`src/pfr_pkg.sv`:
```
// Shared constants and types of the processor flag register block.
// Assumes one clock domain; users reference everything as pfr_pkg::name.

package pfr_pkg;

  ////////////////////////////////////////////////////////////////////////////
  // Register locations on the plain register port
  localparam logic [7:0] PFR_FLAGS_IDX = 8'h03;
  localparam logic [7:0] PFR_FLAGS_ALT_IDX = 8'h83;
  localparam logic [7:0] PFR_OPTION_IDX = 8'h81;

  ////////////////////////////////////////////////////////////////////////////
  // Field positions inside processor_flags
  localparam int PFR_CARRY_BIT = 0;
  localparam int PFR_NIBBLE_BIT = 1;
  localparam int PFR_ZERO_BIT = 2;
  localparam int PFR_PDOWN_BIT = 3;
  localparam int PFR_WDEXP_BIT = 4;
  localparam int PFR_BANK_BIT = 5;
  localparam int PFR_UPPER_BIT = 6;
  localparam int PFR_INDIRECT_BIT = 7;

  // Prescaler assignment field of the option register
  localparam int PFR_PRESCALER_ASSIGN_BIT = 3;

  ////////////////////////////////////////////////////////////////////////////
  // Reset values
  localparam logic [7:0] PFR_FLAGS_RST = 8'h18;
  localparam logic [7:0] PFR_OPTION_RST = 8'hFF;

  ////////////////////////////////////////////////////////////////////////////
  // Operations issued by the core
  typedef enum logic [3:0] {
    PFR_OP_NONE,
    PFR_OP_ADD,
    PFR_OP_SUB,
    PFR_OP_AND,
    PFR_OP_IOR,
    PFR_OP_XOR,
    PFR_OP_INC,
    PFR_OP_ROT_LEFT,
    PFR_OP_ROT_RIGHT,
    PFR_OP_CLEAR_FILE,
    PFR_OP_MOVE_W,
    PFR_OP_BIT_CLEAR,
    PFR_OP_BIT_SET,
    PFR_OP_NIBBLE_SWAP
  } pfr_op_t;

  typedef struct packed {
    logic valid;
    pfr_op_t op;
    logic dest_flags;
    logic [7:0] opa;
    logic [7:0] opb;
    logic [2:0] bitsel;
  } pfr_instr_t;

  typedef struct packed {
    logic [7:0] result;
    logic zero;
    logic nibble;
    logic carry;
    logic zero_en;
    logic nibble_en;
    logic carry_en;
  } pfr_alu_t;

  typedef struct packed {
    logic expiry;
    logic wd_clear;
    logic sleep_entry;
  } pfr_event_t;

endpackage

```
`src/pfr_alu.sv`:
```
// Combinational ALU producing a result and the three arithmetic flags.
// Assumes operands are stable for the cycle in which the core issues them.

`timescale 1ns/1ps
`default_nettype none

module pfr_alu (
  input wire pfr_pkg::pfr_op_t op,
  input wire logic [7:0] opa,
  input wire logic [7:0] opb,
  input wire logic [2:0] bitsel,
  input wire logic carry_in,
  output var pfr_pkg::pfr_alu_t alu_o
);

  logic [8:0] sum;
  logic [4:0] low;
  logic [7:0] mask;

  assign mask = 8'h01 << bitsel;

  ////////////////////////////////////////////////////////////////////////////
  always_comb begin
    alu_o = '0;
    sum = '0;
    low = '0;
    case (op)
      pfr_pkg::PFR_OP_ADD: begin
        sum = {1'b0, opa} + {1'b0, opb};
        low = {1'b0, opa[3:0]} + {1'b0, opb[3:0]};
      end
      pfr_pkg::PFR_OP_SUB: begin
        // Two's complement add, so carry is an inverted borrow
        sum = {1'b0, opa} + {1'b0, ~opb} + 9'h001; // RQ8
        low = {1'b0, opa[3:0]} + {1'b0, ~opb[3:0]} + 5'h01; // RQ7
      end
      pfr_pkg::PFR_OP_INC: sum = {1'b0, opa} + 9'h001;
      default: sum = '0;
    endcase
    case (op)
      pfr_pkg::PFR_OP_ADD, pfr_pkg::PFR_OP_SUB: begin
        alu_o.result = sum[7:0];
        alu_o.carry = sum[8]; // RQ13
        alu_o.nibble = low[4]; // RQ13
        alu_o.carry_en = 1'b1;
        alu_o.nibble_en = 1'b1;
        alu_o.zero_en = 1'b1;
      end
      pfr_pkg::PFR_OP_AND: begin
        alu_o.result = opa & opb;
        alu_o.zero_en = 1'b1;
      end
      pfr_pkg::PFR_OP_IOR: begin
        alu_o.result = opa | opb;
        alu_o.zero_en = 1'b1;
      end
      pfr_pkg::PFR_OP_XOR: begin
        alu_o.result = opa ^ opb;
        alu_o.zero_en = 1'b1;
      end
      pfr_pkg::PFR_OP_INC: begin
        alu_o.result = sum[7:0];
        alu_o.zero_en = 1'b1;
      end
      pfr_pkg::PFR_OP_ROT_LEFT: begin
        alu_o.result = {opa[6:0], carry_in};
        alu_o.carry = opa[7]; // RQ9
        alu_o.carry_en = 1'b1;
      end
      pfr_pkg::PFR_OP_ROT_RIGHT: begin
        alu_o.result = {carry_in, opa[7:1]};
        alu_o.carry = opa[0]; // RQ9
        alu_o.carry_en = 1'b1;
      end
      pfr_pkg::PFR_OP_CLEAR_FILE: begin
        alu_o.result = 8'h00;
        alu_o.zero_en = 1'b1;
      end
      pfr_pkg::PFR_OP_MOVE_W: alu_o.result = opb;
      pfr_pkg::PFR_OP_BIT_CLEAR: alu_o.result = opa & ~mask;
      pfr_pkg::PFR_OP_BIT_SET: alu_o.result = opa | mask;
      pfr_pkg::PFR_OP_NIBBLE_SWAP: alu_o.result = {opa[3:0], opa[7:4]};
      default: alu_o.result = opa;
    endcase
    alu_o.zero = (alu_o.result == 8'h00); // RQ13
  end

endmodule

`default_nettype wire

```
`src/pfr_flags.sv`:
```
// Processor flag register, option register and direct bank address.
// Assumes a core issuing one operation per cycle and one-cycle event pulses.
//
// Function
// RQ1: Flag-affecting operation aimed here keeps computed zero, nibble and carry.
// RQ2: Watchdog-expiry and power-down flags ignore all writes.
// RQ3: Clear-file aimed here clears top three bits, sets zero, keeps rest.
// RQ4: Software should alter flags only with bit, swap or move-W operations.
// RQ5: Software keeps the indirect and upper bank bits at zero.
// RQ6: Bank select bit forms bit 7 of the direct data address.
// RQ7: Subtraction gives nibble flag as inverted digit borrow.
// RQ8: Subtraction adds two's complement; carry is inverted borrow.
// RQ9: Rotates load carry with bit shifted out of source.
// RQ10: Option register is fully readable and writable.
// RQ11: Software sets prescaler assign bit for undivided timer zero.
// RQ12: Expiry and power-down flags follow power-up, watchdog clear, sleep, timeout.
// RQ13: Zero on zero result, nibble from bit 3 carry, carry from bit 7.

`timescale 1ns/1ps
`default_nettype none

module pfr_flags (
  input wire logic mclk,
  input wire logic rst_n,
  input wire logic [7:0] bus_addr,
  input wire logic [7:0] bus_wdata,
  input wire logic bus_wr,
  input wire logic bus_rd,
  output logic [7:0] bus_rdata_r,
  input wire pfr_pkg::pfr_instr_t ins,
  input wire pfr_pkg::pfr_event_t ev,
  input wire logic [6:0] dir_addr,
  output logic [7:0] mem_addr_r,
  output logic [7:0] result_r,
  output logic result_valid_r,
  output logic [7:0] flags_r,
  output logic [7:0] option_r
);

  localparam int CY = pfr_pkg::PFR_CARRY_BIT;
  localparam int NB = pfr_pkg::PFR_NIBBLE_BIT;
  localparam int ZR = pfr_pkg::PFR_ZERO_BIT;
  localparam int PD = pfr_pkg::PFR_PDOWN_BIT;
  localparam int WD = pfr_pkg::PFR_WDEXP_BIT;
  localparam int BK = pfr_pkg::PFR_BANK_BIT;

  function automatic logic addr_hit(input logic [7:0] a, input logic [7:0] idx);
    addr_hit = (a == idx);
  endfunction

  logic flags_hit;
  logic opt_hit;
  logic [7:0] opa_eff;
  logic [7:0] flags_nxt;
  pfr_pkg::pfr_alu_t alu_o;

  assign flags_hit = addr_hit(bus_addr, pfr_pkg::PFR_FLAGS_IDX) |
                     addr_hit(bus_addr, pfr_pkg::PFR_FLAGS_ALT_IDX);
  assign opt_hit = addr_hit(bus_addr, pfr_pkg::PFR_OPTION_IDX);

  // Operations aimed at the flags work on the live flag value
  assign opa_eff = ins.dest_flags ? flags_r : ins.opa;

  ////////////////////////////////////////////////////////////////////////////
  pfr_alu u_alu (
    .op(ins.op),
    .opa(opa_eff),
    .opb(ins.opb),
    .bitsel(ins.bitsel),
    .carry_in(flags_r[CY]),
    .alu_o(alu_o)
  );

  ////////////////////////////////////////////////////////////////////////////
  // Next flag value; the core's operation outranks a port write
  always_comb begin
    flags_nxt = flags_r;
    if (ins.valid && ins.dest_flags) begin
      flags_nxt = alu_o.result;
      // Computed flags beat the written result bits
      if (alu_o.zero_en) begin
        flags_nxt[ZR] = alu_o.zero; // RQ1
      end
      if (alu_o.nibble_en) begin
        flags_nxt[NB] = alu_o.nibble; // RQ1
      end
      if (alu_o.carry_en) begin
        flags_nxt[CY] = alu_o.carry; // RQ1
      end
      if (ins.op == pfr_pkg::PFR_OP_CLEAR_FILE) begin
        flags_nxt[NB] = flags_r[NB]; // RQ3
        flags_nxt[CY] = flags_r[CY]; // RQ3
      end
    end else if (ins.valid) begin
      if (alu_o.zero_en) begin
        flags_nxt[ZR] = alu_o.zero; // RQ13
      end
      if (alu_o.nibble_en) begin
        flags_nxt[NB] = alu_o.nibble; // RQ7
      end
      if (alu_o.carry_en) begin
        flags_nxt[CY] = alu_o.carry; // RQ8
      end
    end else if (bus_wr && flags_hit) begin
      flags_nxt = bus_wdata;
    end
    // Only reset, watchdog and sleep logic move these two
    flags_nxt[WD] = flags_r[WD]; // RQ2
    flags_nxt[PD] = flags_r[PD]; // RQ2
    if (ev.wd_clear) begin
      flags_nxt[WD] = 1'b1; // RQ12
      flags_nxt[PD] = 1'b1; // RQ12
    end
    if (ev.sleep_entry) begin
      flags_nxt[WD] = 1'b1; // RQ12
      flags_nxt[PD] = 1'b0; // RQ12
    end
    // Timeout wins so a late expiry is never masked
    if (ev.expiry) begin
      flags_nxt[WD] = 1'b0; // RQ12
    end
  end

  ////////////////////////////////////////////////////////////////////////////
  always_ff @(posedge mclk or negedge rst_n) begin
    if (!rst_n) begin
      flags_r <= pfr_pkg::PFR_FLAGS_RST; // RQ12
    end else begin
      flags_r <= flags_nxt;
    end
  end

  always_ff @(posedge mclk or negedge rst_n) begin
    if (!rst_n) begin
      option_r <= pfr_pkg::PFR_OPTION_RST;
    end else if (bus_wr && opt_hit) begin
      option_r <= bus_wdata; // RQ10
    end
  end

  // Address is built from the bank in force when issued
  always_ff @(posedge mclk or negedge rst_n) begin
    if (!rst_n) begin
      mem_addr_r <= 8'h00;
    end else begin
      mem_addr_r <= {flags_r[BK], dir_addr}; // RQ6
    end
  end

  always_ff @(posedge mclk or negedge rst_n) begin
    if (!rst_n) begin
      result_r <= 8'h00;
      result_valid_r <= 1'b0;
    end else begin
      result_r <= ins.valid ? alu_o.result : result_r;
      result_valid_r <= ins.valid;
    end
  end

  // Read data lives for one cycle only; unmapped reads give zero
  always_ff @(posedge mclk or negedge rst_n) begin
    if (!rst_n) begin
      bus_rdata_r <= 8'h00;
    end else if (bus_rd && flags_hit) begin
      bus_rdata_r <= flags_r;
    end else if (bus_rd && opt_hit) begin
      bus_rdata_r <= option_r; // RQ10
    end else begin
      bus_rdata_r <= 8'h00;
    end
  end
endmodule

`default_nettype wire

```
`config.mk`:
```
export PLATFORM = sky130hd
export DESIGN_NAME = pfr_flags
export DESIGN_NICKNAME = d
export VERILOG_FILES = /design/src/pfr_pkg.sv /design/src/pfr_alu.sv /design/src/pfr_flags.sv
export SDC_FILE = /design/constraint.sdc
export NUM_CORES = 1
export LEC_CHECK = 0
export BUFFER_PORTS_ARGS = -buffer_cell sky130_fd_sc_hd__buf_2
export CORE_ASPECT_RATIO = 2
export CORE_MARGIN = 3
export CORE_UTILIZATION = 58
export DETAILED_ROUTE_END_ITERATION = 10
export PLACE_DENSITY = 0.87
export SYNTH_ARGS = -nofsm -noshare
export SYNTH_HDL_FRONTEND = slang
export SYNTH_SLANG_ARGS = --single-unit
export TNS_END_PERCENT = 10
```
`constraint.sdc`:
```
create_clock -name mclk -period 5 [get_ports mclk]
set_input_delay 0.75 -clock mclk [delete_from_list [all_inputs] [get_ports mclk]]
set_output_delay 0.75 -clock mclk [all_outputs]
set_load 0.01 [all_outputs]
```
## Word level (Yosys, flattened, before mapping)

Cells that the tools add are included.

- Register bits after elaboration: 41
- Input bits: 55

- $add $sub $neg: 7
- Equality and inequality tests: 21
- Shift-type cells: 1
- Multiplexer cells: 25
- Bitwise logic cells: 9
- Reductions and logical operators: 18

Operators with widths:

| operator | number |
|---|---|
| one-hot mux 8 bit (11 select lines) | 1 |
| 2-to-1 mux 8 bit | 5 |
| one-hot mux 9 bit (3 select lines) | 1 |
| == test 4 bit, second input constant | 6 |
| adder 8 x 8 -> 9 bit | 2 |
| AND 8 bit | 2 |
| == test 4 x 3 -> 1 bit, second input constant | 4 |
| == test 8 bit, second input constant | 2 |
| NOT 8 bit | 2 |
| OR 8 bit | 2 |
| 2-to-1 mux 1 bit | 11 |
| adder 4 x 4 -> 5 bit | 2 |
| one-hot mux 5 bit (2 select lines) | 1 |
| adder 8 x 1 -> 9 bit, second input constant | 1 |
| adder 9 x 1 -> 9 bit, second input constant | 1 |
| != test 3 x 1 -> 1 bit, second input constant | 3 |
| == test 4 x 2 -> 1 bit, second input constant | 2 |
| == test 8 x 2 -> 1 bit, second input constant | 1 |
| logical NOT 8 bit | 1 |
| left shift 1 x 3 -> 8 bit, first input constant | 1 |
| XOR 8 bit | 1 |
| OR reduction 7 bit | 1 |
| 2-to-1 mux 2 bit | 3 |
| AND reduction 3 bit | 2 |
| other kinds (16) | 23 |

## Longest topological paths before layout

- Depth after elaboration: 9
- Mapped depth: 13
- Mapped depth without buffers: 12

## Hierarchy

A second synthesis with hierarchy kept.

- Cells, all modules: 430
- Area total of the unflattened synthesis: 3,843.7 um2

Modules (own cells, without submodules):

| module | instances | cells an instance | area an instance (um2) | seq. area each (um2) |
|---|---|---|---|---|
| pfr_alu | 1 | 306 | 2,033.2 | 0.0 |
| pfr_flags | 1 | 124 | 1,810.5 | 1,038.5 |

## Least setup slack after synthesis

OpenSTA, ideal clock, no wires.

- Path kind: input to register
- Start: in ins[19] (netlist name)
- End: reg flags_r[0]
- Setup time: 126 ps
- Data arrival time: 3,268 ps
- Data required time: 4,874 ps
- Path slack: 1,606 ps
- Cell stages on the path: 13
- Buffers on the path: 1
- Cells stage by stage: buf_6 > mux2i_1 > inv_1 > ha_1 > fa_1 > a211oi_1 > o21ai_0 > a21oi_1 > nor2_1 > o21a_1 > o21ai_0 > a31oi_1 > a311o_1

- Cells in the longest elaborated chain, start to end: 8

RTL lines:

| what | line | source |
|---|---|---|
| from (decl) | pfr_flags.sv:30 | `input wire pfr_pkg::pfr_instr_t ins,` |
| 2-to-1 mux 8 bit | pfr_flags.sv:62 | `assign opa_eff = ins.dest_flags ? flags_r : ins.opa;` |
| adder 8 x 8 -> 9 bit | pfr_alu.sv:34 | `sum = {1'b0, opa} + {1'b0, ~opb} + 9'h001;` |
| adder 9 x 1 -> 9 bit | pfr_alu.sv:34 |  |
| one-hot mux 9 bit (3 select lines) | pfr_alu.sv:27 | `case (op)` |
| one-hot mux 8 bit (11 select lines) / one-hot mux 1 bit (3 select lines) (equally long branches) | pfr_alu.sv:40 | `case (op)` |
| 2-to-1 mux 1 bit, on equally long branches | pfr_flags.sv:87, pfr_flags.sv:101 |  |
| 2-to-1 mux 2 bit / 2-to-1 mux 3 bit (equally long branches) | pfr_flags.sv:90, pfr_flags.sv:94 |  |
| 2-to-1 mux 8 bit | pfr_flags.sv:78 | `if (ins.valid && ins.dest_flags) begin` |
| to (signal assigned) | pfr_flags.sv:127 | `flags_r <= pfr_pkg::PFR_FLAGS_RST;` |
| to (signal assigned) | pfr_flags.sv:129 | `flags_r <= flags_nxt;` |
| to (decl) | pfr_flags.sv:36 | `output logic [7:0] flags_r,` |

Several ways; a longest one is shown, not always the timed one. The select of a mux whose other input is x is not followed.
A chain may end at the register's enable or synchronous reset.

## Worst setup path in the final report

Same ends and word-level chain as after synthesis.

==> reports/metrics.csv <==
metric,value,unit
p_seq_share,31.1,%
netlist_instances,439,
rsz0062_at_grt,false,
worstReg2RegStart,flags_r[0],
path_class,in -> reg,
initial_antenna_violation_count,0,
static_leakage,2.05,nW
syn_area_per_cell,8.35,µm²
tightest_slew,0.939,ns
initial_utilization,60.5,%
layout.nets,602,
core.rowCount,40,
cap_viol_max_count,0,
die_w,62.2,µm
clk_transition_reported_paths,0.06,ns
post_drt_wl_per_cell,23.5,µm
clk_latency,0.29,ns
switching_share,34.9,%
worst_setup_path_start_kind,input port,
dieHeight,118,µm
final_cell_area,0.00438,mm²
setup_tns,0,ns
floorplan.core_area,0.00606,mm²
max_freq,258,MHz
syn-cell-area,0.00367,mm²
power_density,290,mW/mm²
ios,96,
vias,4157,
cts_resized,0,
fill_cells,472,
clock_power_share,33.6,%
final-setup-viol-count,0,
synth_fp_nets,516,
slew_headroom,37.2,%
p_int,0.000828,W
postCtsSetupBuffers,0,
place_area,0.00419,mm²
final_period_minus_worst_setup_slack,3.88,ns
clockRootBuffer,clkbuf_16,
areaGrowthSynthToFinish,19.5,%
place.detailed.hpwl,10600,µm
drcViolationCount,0,
synth.distinct_cells,76,
combinational_power_share,35.3,%
netlist_top_cells_area,"dfrtp_1 21%, dfstp_2 7.2%, ha_1 6.8%",
portion_of_the_post_synthesis_area_used_by_sequential_elements,28.3,%
synth.top_cell.area_share,21.2,%
ys_top_cells_by_count,"56 x nor2_1, 31 x dfrtp_1, 28 x nand2_1",
synth_ff_type,dfrtp_1,
hold_path_class,reg -> reg,
synth.yosys.warnings,0,
post_route_cells_drive_above_1_share,28.5,%
clockBufferDepth,2,
tritoncts_num_sinks,41,
grt_pass1_vias,4182,
run_status,"complete, no violations",
global_route.overflow_total,0,
power_consumption,0.00127,W
wire_length_of_the_first_global_routing_pass,22200,µm
yosysMostFrequentCell,nor2_1,
die_area,0.00737,mm²
ys_ff_latch,41,
globalRouteTotalUtil,39.3,%
final_util,72.4,%
maximum_number_of_pins_on_one_net_before_global_route_repair,43,
largest_area_contributor_in_the_netlist,dfrtp_1,
cts-buffers-inserted,5,
post-route-period-util,77.7,%
gp_congestion,1.10,
final_hold_viol_count,0,
fin_ws,1.12,ns
slew_viol_final,0,
routed_wl,14400,µm
dp_slack,0.887,ns
drtIter0Drc,446,
max-vdd-ir-drop,190,µV
worst_ep_required_time,5.17,ns
detail_route.vias_per_cell,6.81,
critPathMaxFanout,19,
portBuffers,95,
antenna-diode-count,0,
finClkSkew,0.00632,ns
antenna_left,0,
crit_path_start,ins[19],
critPathArrivalTime,4.05,ns
post_synthesis_async_set_or_reset_flop_share,100,%
htree_num_levels,2,
worst_hold_startpoint,result_r[0],
cts_tree,yes,
hold_buffers,0,
synth-edff-count,0,
critical_path.endpoint_type,flip-flop,
net_switching_power_of_the_design,0.000444,W
detailedRoute.firstPassIterationCount,5,
[metrics by stage]
| stage | hold slack [ns] | cells |
|---|---|---|
| 2_1_floorplan | 0.454 | 439 |
| 3_3_place_gp | 0.459 | 602 |
| 3_5_place_dp | 0.464 | 602 |
| 4_1_cts | 0.509 | 610 |
| 5_1_grt | 0.535 | 610 |
| 6_report | 0.517 | 610 |
[worst paths after layout]
check                           slack [ns]  cells past startpoint        endpoint
min in group asynchronous             0.58                      1  bus_rdata_r[3]
worst min register to register        0.52                      2     result_r[0]
worst min-delay path                  0.52                      2     result_r[0]
max in group asynchronous             3.86                      1     result_r[6]
worst max-delay path                  1.12                     13      flags_r[0]
worst max register to register        1.50                     12      flags_r[0]
[kinds of logic (layout without fill, tap and decap cells)]
| logic type | count (synthesis) | in the layout | synth area share, % |
|---|---|---|---|
| flops | 41 | 41 | 28.3 |
| buf+inv | 52 | 139 | 6.48 |
| mux | 24 | 24 | 7.27 |
| simple gates | 162 | 162 | 23.6 |
| xor+xnor | 6 | 6 | 1.43 |
| compound gates | 132 | 132 | 25.0 |
| fa+ha+maj | 22 | 22 | 7.92 |
[layout make-up]
cell class	instances	area, µm²	share of cell area [%]
flip-flops and latches	41	1040	23.7
clock buffers	5	125	2.86
well taps	84	105	2.40
clock inverters	3	68.8	1.57
repair buffers	105	551	12.6
multi-input cells	346	2400	54.7
inverters	26	97.6	2.23
[registers in the layout, indices dropped and copies added (netlist names)]
register        flops
mem_addr_r          8
result_r            8
result_valid_r      1
option_r            8
bus_rdata_r         8
flags_r             8
[critical path, stage by stage]
cell,delay [ns]
buf_2,0.37
mux2i_1,0.51
inv_1,0.16
ha_1,0.26
fa_1,0.42
a211oi_1,0.36
o21ai_0,0.17
a21oi_1,0.25
nor2_1,0.07
o21a_1,0.17
o21ai_0,0.18
a31oi_1,0.11
a311o_1,0.28
[per-layer routing]
layer  wire length [µm]  global-route usage, %  part of all wire (%)
met5                  0                      0                     0
met4               1350                   32.5                   9.4
met3               1200                   6.18                   8.4
met2               7380                   69.9                    51
met1               4430                   39.2                    31
[cell usage in the layout, fill, tap and decap left out, drive strengths merged, types with 4 or more instances in the layout]
cell type | netlist | layout
inv | 25 | 26
or2 | 4 | 4
a211oi | 7 | 7
mux2 | 11 | 11
xor2 | 6 | 6
o211ai | 7 | 7
nor3 | 11 | 11
a211o | 4 | 4
dfstp | 10 | 10
nand3b | 6 | 6
o221ai | 4 | 4
nor4b | 5 | 5
o21ai | 28 | 28
nor2 | 56 | 56
clkbuf | 10 | 5
nor4bb | 4 | 4
a31oi | 5 | 5
nor3b | 6 | 6
a22o | 8 | 8
nand2 | 28 | 28
dfrtp | 31 | 31
buf | 16 | 105
nor2b | 5 | 5
nand3 | 7 | 7
o22ai | 12 | 12
mux2i | 13 | 13
ha | 20 | 20
nand2b | 10 | 10
a21oi | 24 | 24
[power groups by stage]
stage	logic (W)	registers, W	clock network (W)
floorplan	0.000266	0.000405	0
global placement	0.000426	0.000396	0
detailed placement	0.000432	0.000397	0
CTS	0.000438	0.000393	0.000424
global route	0.000485	0.000397	0.000439
finish	0.000449	0.000395	0.000427
(Power assumes the default switching activity.)
